**src/core/edf_cfg.svh**
```systemverilog
`ifndef EDF_CFG_SVH
`define EDF_CFG_SVH

`define EDF_ADDR_W 4
`define EDF_OFS_COPY_MASK 4'h0
`define EDF_OFS_MISSED 4'h4
`define EDF_OFS_THRESH 4'h8
`define EDF_OFS_DEPTH 4'hc
`define EDF_COPY_MASK_BITS 16'h1f9f
`define EDF_COPY_MASK_RST 16'h0000
`define EDF_THRESH_W 11
`define EDF_THRESH_RST 11'h000
`define EDF_THRESH_SF 11'h000
`define EDF_DEPTH_TX_BIT 8
`define EDF_DEPTH_RX_BIT 0
`define EDF_MISSED_W 16
`define EDF_MISSED_MAX 16'hffff
`define EDF_FIFO_SMALL 10'h100
`define EDF_FIFO_LARGE 10'h200
`define EDF_LVL_W 10

`endif

```
**src/core/edf_pkg.sv**
```systemverilog
package edf_pkg;
    typedef struct packed {
        logic [15:0] status;
        logic tx_desc_write;
        logic rx_desc_write;
    } edf_desc_req_s;

    typedef struct packed {
        logic tx_desc_error_flag;
        logic rx_desc_error_flag;
    } edf_desc_flags_s;

    typedef struct packed {
        logic [9:0] tx_level;
        logic tx_frame_written;
        logic tx_active;
        logic rx_active;
    } edf_fifo_state_s;

    typedef enum logic [1:0] {
        EDF_IDLE = 2'b00,
        EDF_RUN = 2'b01
    } edf_run_e;
endpackage : edf_pkg
```
**src/core/edf_fifo_config.sv**
```systemverilog
// Function
// RULE1: mask bit 0 copies status 15..8 to tx flag, 7..0 to rx flag
// RULE2: mask bit 1 hides that status source from the descriptor
// RULE3: copy mask resets to all zeros
// RULE4: keep a 16-bit missed-frame counter
// RULE5: receive overflow adds the discarded frame count to the counter
// RULE6: counter saturates and holds at ffff
// RULE7: reading the counter returns it and clears it
// RULE8: writes to the counter do nothing
// RULE9: threshold in bytes is four times the programmed value
// RULE10: start on level above threshold, fifo full, or frame written
// RULE11: value zero is store-and-forward, the reset setting
// RULE12: software writes zero to threshold bits 31..11; up to 80 defined
// RULE13: software selects 512-byte tx depth before thresholds of 256+
// RULE14: software changes threshold only while transmission is halted
// RULE15: depth bit 8 picks tx fifo 256 or 512 bytes, reset 256
// RULE16: depth bit 0 picks rx fifo 256 or 512 bytes, reset 256
// RULE17: depth changes are ignored once tx or rx has started
// RULE18: depth bits 31..9 and 7..1 read zero
// RULE19: overflow during a counter read lands in the cleared counter
// RULE20: reserved mask and threshold bits read zero, writes ignored
//
// Local design decisions: the address map and the strobed register port.
`timescale 1ns/100ps
`include "edf_cfg.svh"

module edf_fifo_config
    import edf_pkg::*;
(
    input wire logic ref_clk, // 250 MHz clock
    input wire logic rst_n, // async reset, active low
    input wire logic [`EDF_ADDR_W-1:0] reg_addr, // byte address
    input wire logic [31:0] reg_wdata, // write data
    input wire logic reg_wr, // write strobe
    input wire logic reg_rd, // read strobe
    output logic [31:0] reg_rdata, // read data, cycle after strobe
    input wire edf_desc_req_s desc_req, // status to fold into descriptor
    output edf_desc_flags_s desc_flags, // descriptor error flags
    input wire logic rx_overflow, // receive overflow discard pulse
    input wire logic [7:0] rx_discard_cnt, // frames discarded then
    input wire edf_fifo_state_s fifo_state, // tx fifo and run state
    output logic tx_start, // start first transmission
    output logic [`EDF_LVL_W-1:0] tx_fifo_size, // effective tx depth
    output logic [`EDF_LVL_W-1:0] rx_fifo_size, // effective rx depth
    output logic [`EDF_THRESH_W+1:0] tx_thresh_bytes // threshold bytes
);

    logic [15:0] copy_mask_r;
    logic [`EDF_THRESH_W-1:0] thresh_r;
    logic depth_tx_r;
    logic depth_rx_r;
    logic depth_tx_eff_r;
    logic depth_rx_eff_r;
    logic [`EDF_MISSED_W-1:0] missed_r;
    logic [`EDF_MISSED_W-1:0] missed_nxt;
    logic [31:0] rdata_nxt;
    edf_run_e run_r;
    logic wr_mask;
    logic wr_thresh;
    logic wr_depth;
    logic rd_missed;
    logic [`EDF_MISSED_W-1:0] missed_base;
    logic [`EDF_THRESH_W+1:0] tx_level_ext;
    logic tx_start_nxt;

    function automatic logic [`EDF_LVL_W-1:0] fifo_size(input logic sel);
        fifo_size = sel ? `EDF_FIFO_LARGE : `EDF_FIFO_SMALL;
    endfunction : fifo_size

    function automatic logic any_hit(input logic [7:0] st,
                                     input logic [7:0] mask);
        any_hit = |(st & ~mask);
    endfunction : any_hit

    function automatic logic addr_hit(input logic [`EDF_ADDR_W-1:0] addr,
                                      input logic [`EDF_ADDR_W-1:0] ofs);
        addr_hit = (addr == ofs);
    endfunction : addr_hit

    // add with saturation at the top of the counter range
    function automatic logic [`EDF_MISSED_W-1:0] sat_add(
        input logic [`EDF_MISSED_W-1:0] base,
        input logic [7:0] inc);
        logic [`EDF_MISSED_W:0] sum;
        sum = {1'b0, base} + {9'h000, inc};
        if (sum[`EDF_MISSED_W]) begin
            sat_add = `EDF_MISSED_MAX;
        end else begin
            sat_add = sum[`EDF_MISSED_W-1:0];
        end
    endfunction : sat_add

    assign wr_mask = reg_wr && addr_hit(reg_addr, `EDF_OFS_COPY_MASK);
    assign wr_thresh = reg_wr && addr_hit(reg_addr, `EDF_OFS_THRESH);
    assign wr_depth = reg_wr && addr_hit(reg_addr, `EDF_OFS_DEPTH);
    assign rd_missed = reg_rd && addr_hit(reg_addr, `EDF_OFS_MISSED);

    // status copy mask, reserved bits never stored
    always_ff @(posedge ref_clk or negedge rst_n) begin
        if (!rst_n) begin
            copy_mask_r <= `EDF_COPY_MASK_RST; // RULE3
        end else if (wr_mask) begin
            copy_mask_r <= reg_wdata[15:0] & `EDF_COPY_MASK_BITS; // RULE20
        end
    end

    // transmit descriptor error flag, held until the next descriptor write
    always_ff @(posedge ref_clk or negedge rst_n) begin
        if (!rst_n) begin
            desc_flags.tx_desc_error_flag <= 1'b0;
        end else if (desc_req.tx_desc_write) begin
            desc_flags.tx_desc_error_flag <= any_hit(
                desc_req.status[15:8], copy_mask_r[15:8]); // RULE1 RULE2
        end
    end

    // receive descriptor error flag, held until the next descriptor write
    always_ff @(posedge ref_clk or negedge rst_n) begin
        if (!rst_n) begin
            desc_flags.rx_desc_error_flag <= 1'b0;
        end else if (desc_req.rx_desc_write) begin
            desc_flags.rx_desc_error_flag <= any_hit(
                desc_req.status[7:0], copy_mask_r[7:0]); // RULE1 RULE2
        end
    end

    // threshold register
    always_ff @(posedge ref_clk or negedge rst_n) begin
        if (!rst_n) begin
            thresh_r <= `EDF_THRESH_RST; // RULE11
        end else if (wr_thresh) begin
            thresh_r <= reg_wdata[`EDF_THRESH_W-1:0]; // RULE20
        end
    end

    // transmit depth bit as written by software
    always_ff @(posedge ref_clk or negedge rst_n) begin
        if (!rst_n) begin
            depth_tx_r <= 1'b0;
        end else if (wr_depth) begin
            depth_tx_r <= reg_wdata[`EDF_DEPTH_TX_BIT];
        end
    end

    // receive depth bit as written by software
    always_ff @(posedge ref_clk or negedge rst_n) begin
        if (!rst_n) begin
            depth_rx_r <= 1'b0;
        end else if (wr_depth) begin
            depth_rx_r <= reg_wdata[`EDF_DEPTH_RX_BIT];
        end
    end

    // run state: leaves idle when tx or rx starts, back at reset only
    always_ff @(posedge ref_clk or negedge rst_n) begin
        if (!rst_n) begin
            run_r <= EDF_IDLE;
        end else begin
            case (run_r)
                EDF_IDLE: begin
                    if (fifo_state.tx_active || fifo_state.rx_active) begin
                        run_r <= EDF_RUN;
                    end
                end
                EDF_RUN: run_r <= EDF_RUN;
                default: run_r <= EDF_IDLE;
            endcase
        end
    end

    // effective depth follows the register only before traffic starts;
    // the fifo pointers would tear if the size moved under live data
    always_ff @(posedge ref_clk or negedge rst_n) begin
        if (!rst_n) begin
            depth_tx_eff_r <= 1'b0; // RULE15
        end else if (run_r == EDF_IDLE && !fifo_state.tx_active
                     && !fifo_state.rx_active) begin // RULE17
            depth_tx_eff_r <= depth_tx_r;
        end
    end

    always_ff @(posedge ref_clk or negedge rst_n) begin
        if (!rst_n) begin
            depth_rx_eff_r <= 1'b0; // RULE16
        end else if (run_r == EDF_IDLE && !fifo_state.tx_active
                     && !fifo_state.rx_active) begin // RULE17
            depth_rx_eff_r <= depth_rx_r;
        end
    end

    assign tx_fifo_size = fifo_size(depth_tx_eff_r); // RULE15
    assign rx_fifo_size = fifo_size(depth_rx_eff_r); // RULE16
    assign tx_thresh_bytes = {thresh_r, 2'b00}; // RULE9

    // transmit start decision
    // level widened to the threshold width so the compare is exact
    assign tx_level_ext = {3'b000, fifo_state.tx_level};

    always_comb begin
        tx_start_nxt = 1'b0;
        if (fifo_state.tx_frame_written) begin
            tx_start_nxt = 1'b1; // RULE10
        end
        if (fifo_state.tx_level >= tx_fifo_size) begin
            tx_start_nxt = 1'b1; // RULE10
        end
        // a zero threshold means store-and-forward: only a written frame or a full fifo starts
        if (thresh_r != `EDF_THRESH_SF) begin // RULE11
            if (tx_level_ext > tx_thresh_bytes) begin
                tx_start_nxt = 1'b1; // RULE9 RULE10
            end
        end
    end

    always_ff @(posedge ref_clk or negedge rst_n) begin
        if (!rst_n) begin
            tx_start <= 1'b0;
        end else begin
            tx_start <= tx_start_nxt;
        end
    end

    // missed-frame counter, saturating, clear on read; discards that
    // arrive with the read land in the cleared counter
    always_comb begin
        missed_base = missed_r;
        if (rd_missed) begin
            missed_base = '0; // RULE7
        end
        if (rx_overflow) begin
            missed_nxt = sat_add(missed_base, rx_discard_cnt); // RULE5 RULE6
        end else begin
            missed_nxt = missed_base; // RULE19
        end
    end

    // software writes never reach the counter
    always_ff @(posedge ref_clk or negedge rst_n) begin
        if (!rst_n) begin
            missed_r <= '0; // RULE4
        end else begin
            missed_r <= missed_nxt; // RULE8
        end
    end

    // read mux; unmapped addresses read zero
    always_comb begin
        rdata_nxt = 32'h0000_0000;
        case (reg_addr)
            `EDF_OFS_COPY_MASK: rdata_nxt = {16'h0000, copy_mask_r};
            `EDF_OFS_MISSED: rdata_nxt = {16'h0000, missed_r}; // RULE7
            `EDF_OFS_THRESH: rdata_nxt = {21'h000000, thresh_r}; // RULE20
            `EDF_OFS_DEPTH: begin
                rdata_nxt[`EDF_DEPTH_TX_BIT] = depth_tx_r; // RULE18
                rdata_nxt[`EDF_DEPTH_RX_BIT] = depth_rx_r;
            end
            default: rdata_nxt = 32'h0000_0000;
        endcase
    end

    always_ff @(posedge ref_clk or negedge rst_n) begin
        if (!rst_n) begin
            reg_rdata <= 32'h0000_0000;
        end else if (reg_rd) begin
            reg_rdata <= rdata_nxt;
        end else begin
            reg_rdata <= 32'h0000_0000;
        end
    end

endmodule : edf_fifo_config

```
**config.mk**
```make
export PLATFORM = sky130hd
export DESIGN_NAME = edf_fifo_config
export DESIGN_NICKNAME = d
export VERILOG_FILES = /design/src/core/edf_pkg.sv /design/src/core/edf_fifo_config.sv
export VERILOG_INCLUDE_DIRS = /design/src /design/src/core
export SDC_FILE = /design/constraint.sdc
export NUM_CORES = 1
export LEC_CHECK = 0
export ABC_AREA = 1
export BUFFER_PORTS_ARGS = -buffer_cell sky130_fd_sc_hd__buf_4
export CAP_MARGIN = 20
export CORE_MARGIN = 1
export CORE_UTILIZATION = 54
export DETAILED_ROUTE_END_ITERATION = 12
export HOLD_SLACK_MARGIN = 0.03
export PLACE_DENSITY = 0.87
export SYNTH_ARGS = -nofsm -noshare
export SYNTH_HDL_FRONTEND = slang
export SYNTH_SLANG_ARGS = --single-unit
```
**constraint.sdc**
```tcl
create_clock -name ref_clk -period 5.7 [get_ports ref_clk]
set_input_delay 1.14 -clock ref_clk [delete_from_list [all_inputs] [get_ports ref_clk]]
set_output_delay 1.14 -clock ref_clk [all_outputs]
set_load 0.01 [all_outputs]
```
-- After elaboration in Yosys (flattened, before gate mapping)
Index checks and enable logic that the tools add are counted.
- $add $sub $neg: 1
- mux-type cells: 16
- $lt $le $gt $ge: 2
- bitwise gates (word level): 4
- equality and inequality tests: 5
- shift operators: 0
- div/mod/pow operators: 0
- reductions and logical operators: 14
- $mul: 0
- operators by type and width (cell ; number):
    $mux 16 ; 3
    $pmux 7 s3 ; 2
    $mux 32 ; 1
    $mux 10 ; 2
    $add 16x8->17 ; 1
    $and 8x8->8 ; 2
    $reduce_or 8->1 ; 2
    $gt 10x13->1 ; 1
    $reduce_bool 11->1 ; 1
    $ge 10x10->1 ; 1
    $eq 4x4->1 const B ; 2
    $not 5->8 ; 1
    $not 8->8 ; 1
    $pmux 1 s4 ; 2
    $logic_and 1x1->1 ; 6
    $eq 4x3->1 const B ; 1
    $logic_not 4->1 ; 1
    $mux 1 ; 4
    $pmux 2 s2 ; 1
    $eq 2x1->1 const B ; 1
    $logic_not 1->1 ; 2
    $logic_not 2->1 ; 1
    $mux 2 ; 1
    $ne 2x2->1 const B ; 1
    $logic_or 1x1->1 ; 1
- memories kept: 0
- bits in read-only memories: 0
- latch bits: 0
- register bits: 79
- RAM bits: 0
- word-level logic and storage cells: 54
- bits of input ports: 80
- output and inout port bits: 68

-- Depth between registers and ports, before layout
- depth after elaboration: 6
- mapped depth: 18
- depth with buffers taken out: 16

-- Worst setup path before layout
OpenSTA, ideal clock, no wires.
- path type: in2reg
- start: input reg_rd
- end: register missed_r[11]
- stages: 16
- arrival time: 3.009 ns
- data required time: 5.574 ns
- path slack: 2.565 ns
- library setup time: 0.126 ns
- path buffers: 3
- path through: buf_2 nand3_2 buf_6 inv_4 buf_6 nor2_1 ha_1 fa_1 nand2_1 nand2_1 nand3_1 nand2_1 nand2_2 inv_1 nand3_1 nand3_1
- longest elaborated chain between the ends: 5
- RTL lines (element ; line ; source):
    start, declared ; edf_fifo_config.sv:35 ; input wire logic reg_rd,
    $logic_and 1x1->1 * ; edf_fifo_config.sv:96 ; assign rd_missed = reg_rd && addr_hit(reg_addr, `EDF_OFS_MISSED);
    $mux 16 * ; edf_fifo_config.sv:227 ; if (rd_missed) begin
    $add 16x8->17 ; edf_fifo_config.sv:85 ; sum = {1'b0, base} + {9'h000, inc};
    $mux 16 ; edf_fifo_config.sv:86 ; if (sum[`EDF_MISSED_W]) begin
    $mux 16 * ; edf_fifo_config.sv:230 ; if (rx_overflow) begin
    named net missed_nxt[11] ; edf_fifo_config.sv:55 ; logic [`EDF_MISSED_W-1:0] missed_nxt;
    end signal, assigned ; edf_fifo_config.sv:242 ; missed_r <= missed_nxt;
    end, declared ; edf_fifo_config.sv:54 ; logic [`EDF_MISSED_W-1:0] missed_r;
Mark *: on every way through the listed nets, which the timed path passes. The rest lies on a longest branch.
A chain may end at the register's enable or synchronous reset.

-- Final worst setup path
- start: input reg_addr[1]
- end: register missed_r[13]
- longest elaborated chain between the ends: 6
- RTL lines (element ; line ; source):
    start, declared ; edf_fifo_config.sv:32 ; input wire logic [`EDF_ADDR_W-1:0] reg_addr,
    $eq 4x3->1 * ; edf_fifo_config.sv:77 ; addr_hit = (addr == ofs);
    $logic_and 1x1->1 * ; edf_fifo_config.sv:96 ;
    $mux 16 * ; edf_fifo_config.sv:227 ;
    $add 16x8->17 ; edf_fifo_config.sv:85 ;
    $mux 16 ; edf_fifo_config.sv:86 ;
    $mux 16 * ; edf_fifo_config.sv:230 ;
    named net missed_nxt[13] ; edf_fifo_config.sv:55 ;
Marks and branches as above.

==> results.cfg <==
[outcome]
status = finished, final reports clean

[global_route]
grt_use_total_pct = 26.5
grt_pass1_wl_um = 15200
grt_antenna_before_repair = 0
overflow = 0
grt_max_degree = 63
grt_pass1_vias = 3475

[synthesis]
netlist_area_um2 = 3870
synth.area.top_cells = dfrtp_1 40%, nand2_1 11%, inv_1 8.0%
post-synth-top-area-fraction_pct = 40.1
yosysTopAreaCell = dfrtp_1
syn_area_per_cell_um2 = 7.67
synth-async-reset-ratio_pct = 100
seq_area_frac_synth_pct = 40.1
synth_edf_count = 0
synth_flop_cell = dfrtp_1
syn_inst = 505
ys_ff_latch = 62
yosysUniqueCellTypes = 44
ys.warnings.count = 0

[clock_tree]
cts_buffers = 9
h-tree-depth = 3
cts.repair.resized = 0
postCtsSetupBuffers = 0
cts.sinks = 62
cts_hold_buffers = 0
cts_tree = done
root_buffer = clkbuf_8
clk_latency_ps = 350
clkTransAtPathRegs_ps = 70
cts_max_path_buffers = 2

[layout]
layout-drive-gt1-share_pct = 22.4
fin_util_pct = 68.7
final_common_cell = nand2_1
n_antenna_cell = 0
multi_input_area_um2 = 1780
layout.nets = 697
num-fill-cells = 550
ff_latch_area_um2 = 1550
stdcell_count = 699
final_cell_mix = 115 x nand2_1, 94 x buf_4, 82 x inv_1
area_growth_pct = 22.0

[die]
initial_core_util_pct = 56.4
num_rows = 30
die_w_um = 86.7
die_y_um = 86.7
core-area_um2 = 6870
ios = 148
dieArea_um2 = 7510

[power_and_ir_drop]
leakagePower_nw = 2.64
ir_drop_mv = 0.182
power_density_nw_per_um2 = 345

[sta]
grt_setup_unrepaired = false
slew_headroom_pct = 49.2
period_needed_ps = 3290
fmax_mhz = 304
setup_viol = 0
holdWs_ps = 495
finalCritPeriodShare_pct = 57.8
finalSetupTns_ps = 0
fin_worst_skew_ps = 4.40
tightest_slew_ps = 761
final_hold_viol_count = 0
slew_viol_final = 0

[worst_hold_path]
hold_path.class = reg2reg

[drt]
antenna_left = 0
drt_first_pass_iters = 5
wirelength_um = 9310
drc = 0
vias = 3613
drtIter0Drc = 260
viasPerCell = 5.17
routedWlPerCell_um = 13.3

[setup_path]
path_max_fanout = 13
required_ps = 5930
cp-end-kind = flop
worst-path-buf-inv = 3
startpoint_type = input pin
cp_top_family = simple AND/OR/NAND/NOR gates
worstPathArrival_ps = 3520
cp_slowest_cell = fa_1
crit_chain = buf_4 > nor2_4 > nand3_2 > inv_4 > nor2_1 > ha_1 > fa_1 > nand2_1 > nand2_1 > nand3_1 > nand2_1 > nand2_2 > inv_1 > nand3_1 > nand3_1
cpPeakStageDelay_ps = 380
crit_type = in2reg

[place]
dp_hpwl_um = 7030
portBuffers = 94
placedCellCount = 683
place.gp.congestion = 0.919

[job]
cap_violations = 0
==> final timing paths <==
| check | start | endpoint | slack [ps] | depth (start not counted) |
|---|---|---|---|---|
| max | reg_addr[1] | missed_r[13] | 2410 | 15 |
| min | depth_tx_r | depth_tx_r | 500 | 2 |
| max reg2reg | missed_r[0] | missed_r[13] | 3620 | 12 |
| min reg2reg | depth_tx_r | depth_tx_r | 500 | 2 |
| max in group asynchronous | rst_n | copy_mask_r[4] | 4340 | 1 |
| min in group asynchronous | rst_n | desc_flags[1] | 860 | 1 |
==> cells in the mapped netlist (all sizes together), types with 5 or more instances <==
library cell    n
nand3          28
nand3b          5
buf            43
a21oi          25
o22ai           8
nor2           50
o21ai          29
dfrtp          62
inv            86
nand2         119
ha             18
==> report_power, final <==
| group | switching, mW | internal, mW |
|---|---|---|
| clock network | 0.173 | 0.282 |
| logic | 0.349 | 0.230 |
| registers | 0.0681 | 0.526 |
| total | 0.590 | 1.04 |
==> metrics by stage <==
| stage | setup WS (ps) | cell area, um2 | total power [mW] |
|---|---|---|---|
| CTS | 2400 | 4720 | 1.62 |
| finish | 2410 | 4720 | 1.63 |
| global placement | 2150 | 4490 | 1.13 |
| floorplan | 2570 | 4000 | 0.997 |
| detailed placement | 2060 | 4490 | 1.16 |
| global route | 2250 | 4720 | 1.74 |
==> registers in the layout (all words and copies together), names as in the netlist <==
name	flops
missed_r	16
reg_rdata	16
copy_mask_r	11
thresh_r	11
desc_flags	2
depth_rx_eff_r	1
depth_rx_r	1
depth_tx_eff_r	1
depth_tx_r	1
run_r	1
tx_start	1
==> worst reg2reg max path, delay by kind of cell, from the launching register on <==
family / cells / cell delay [ps]
buf+inv: 2 / 150
fa+ha+maj: 2 / 600
flops: 1 / 400
simple gates: 8 / 830
==> routing by layer <==
metal | vias to the layer above | global-route usage (%) | part of all wire, %
met5 | - | 0 | 0
met4 | 0 | 13.3 | 3.7
met3 | 35 | 4.86 | 6.5
met2 | 175 | 46.8 | 50
met1 | 1687 | 30.7 | 40
li1 | 1716 | - | -
==> cell type report <==
class                   instances  area share (%)
multi-input cells             343            37.6
flip-flops and latches         62            32.9
repair buffers                 94            14.9
inverters                      88            7.07
clock buffers                  13            3.58
well taps                      96            2.54
clock inverters                 3            1.38
==> logic make-up (layout without fill, tap and decap cells) <==
family	count (synthesis)	after routing	synth area share, %
buf+inv	133	198	17.2
other cells	1	34	0.0969
flops	62	62	40.1
compound gates	70	70	9.92
mux	2	2	0.776
simple gates	215	215	24.9
fa+ha+maj	19	19	6.33
xor+xnor	3	3	0.679
Note: power is estimated with default switching activity, not from simulation.
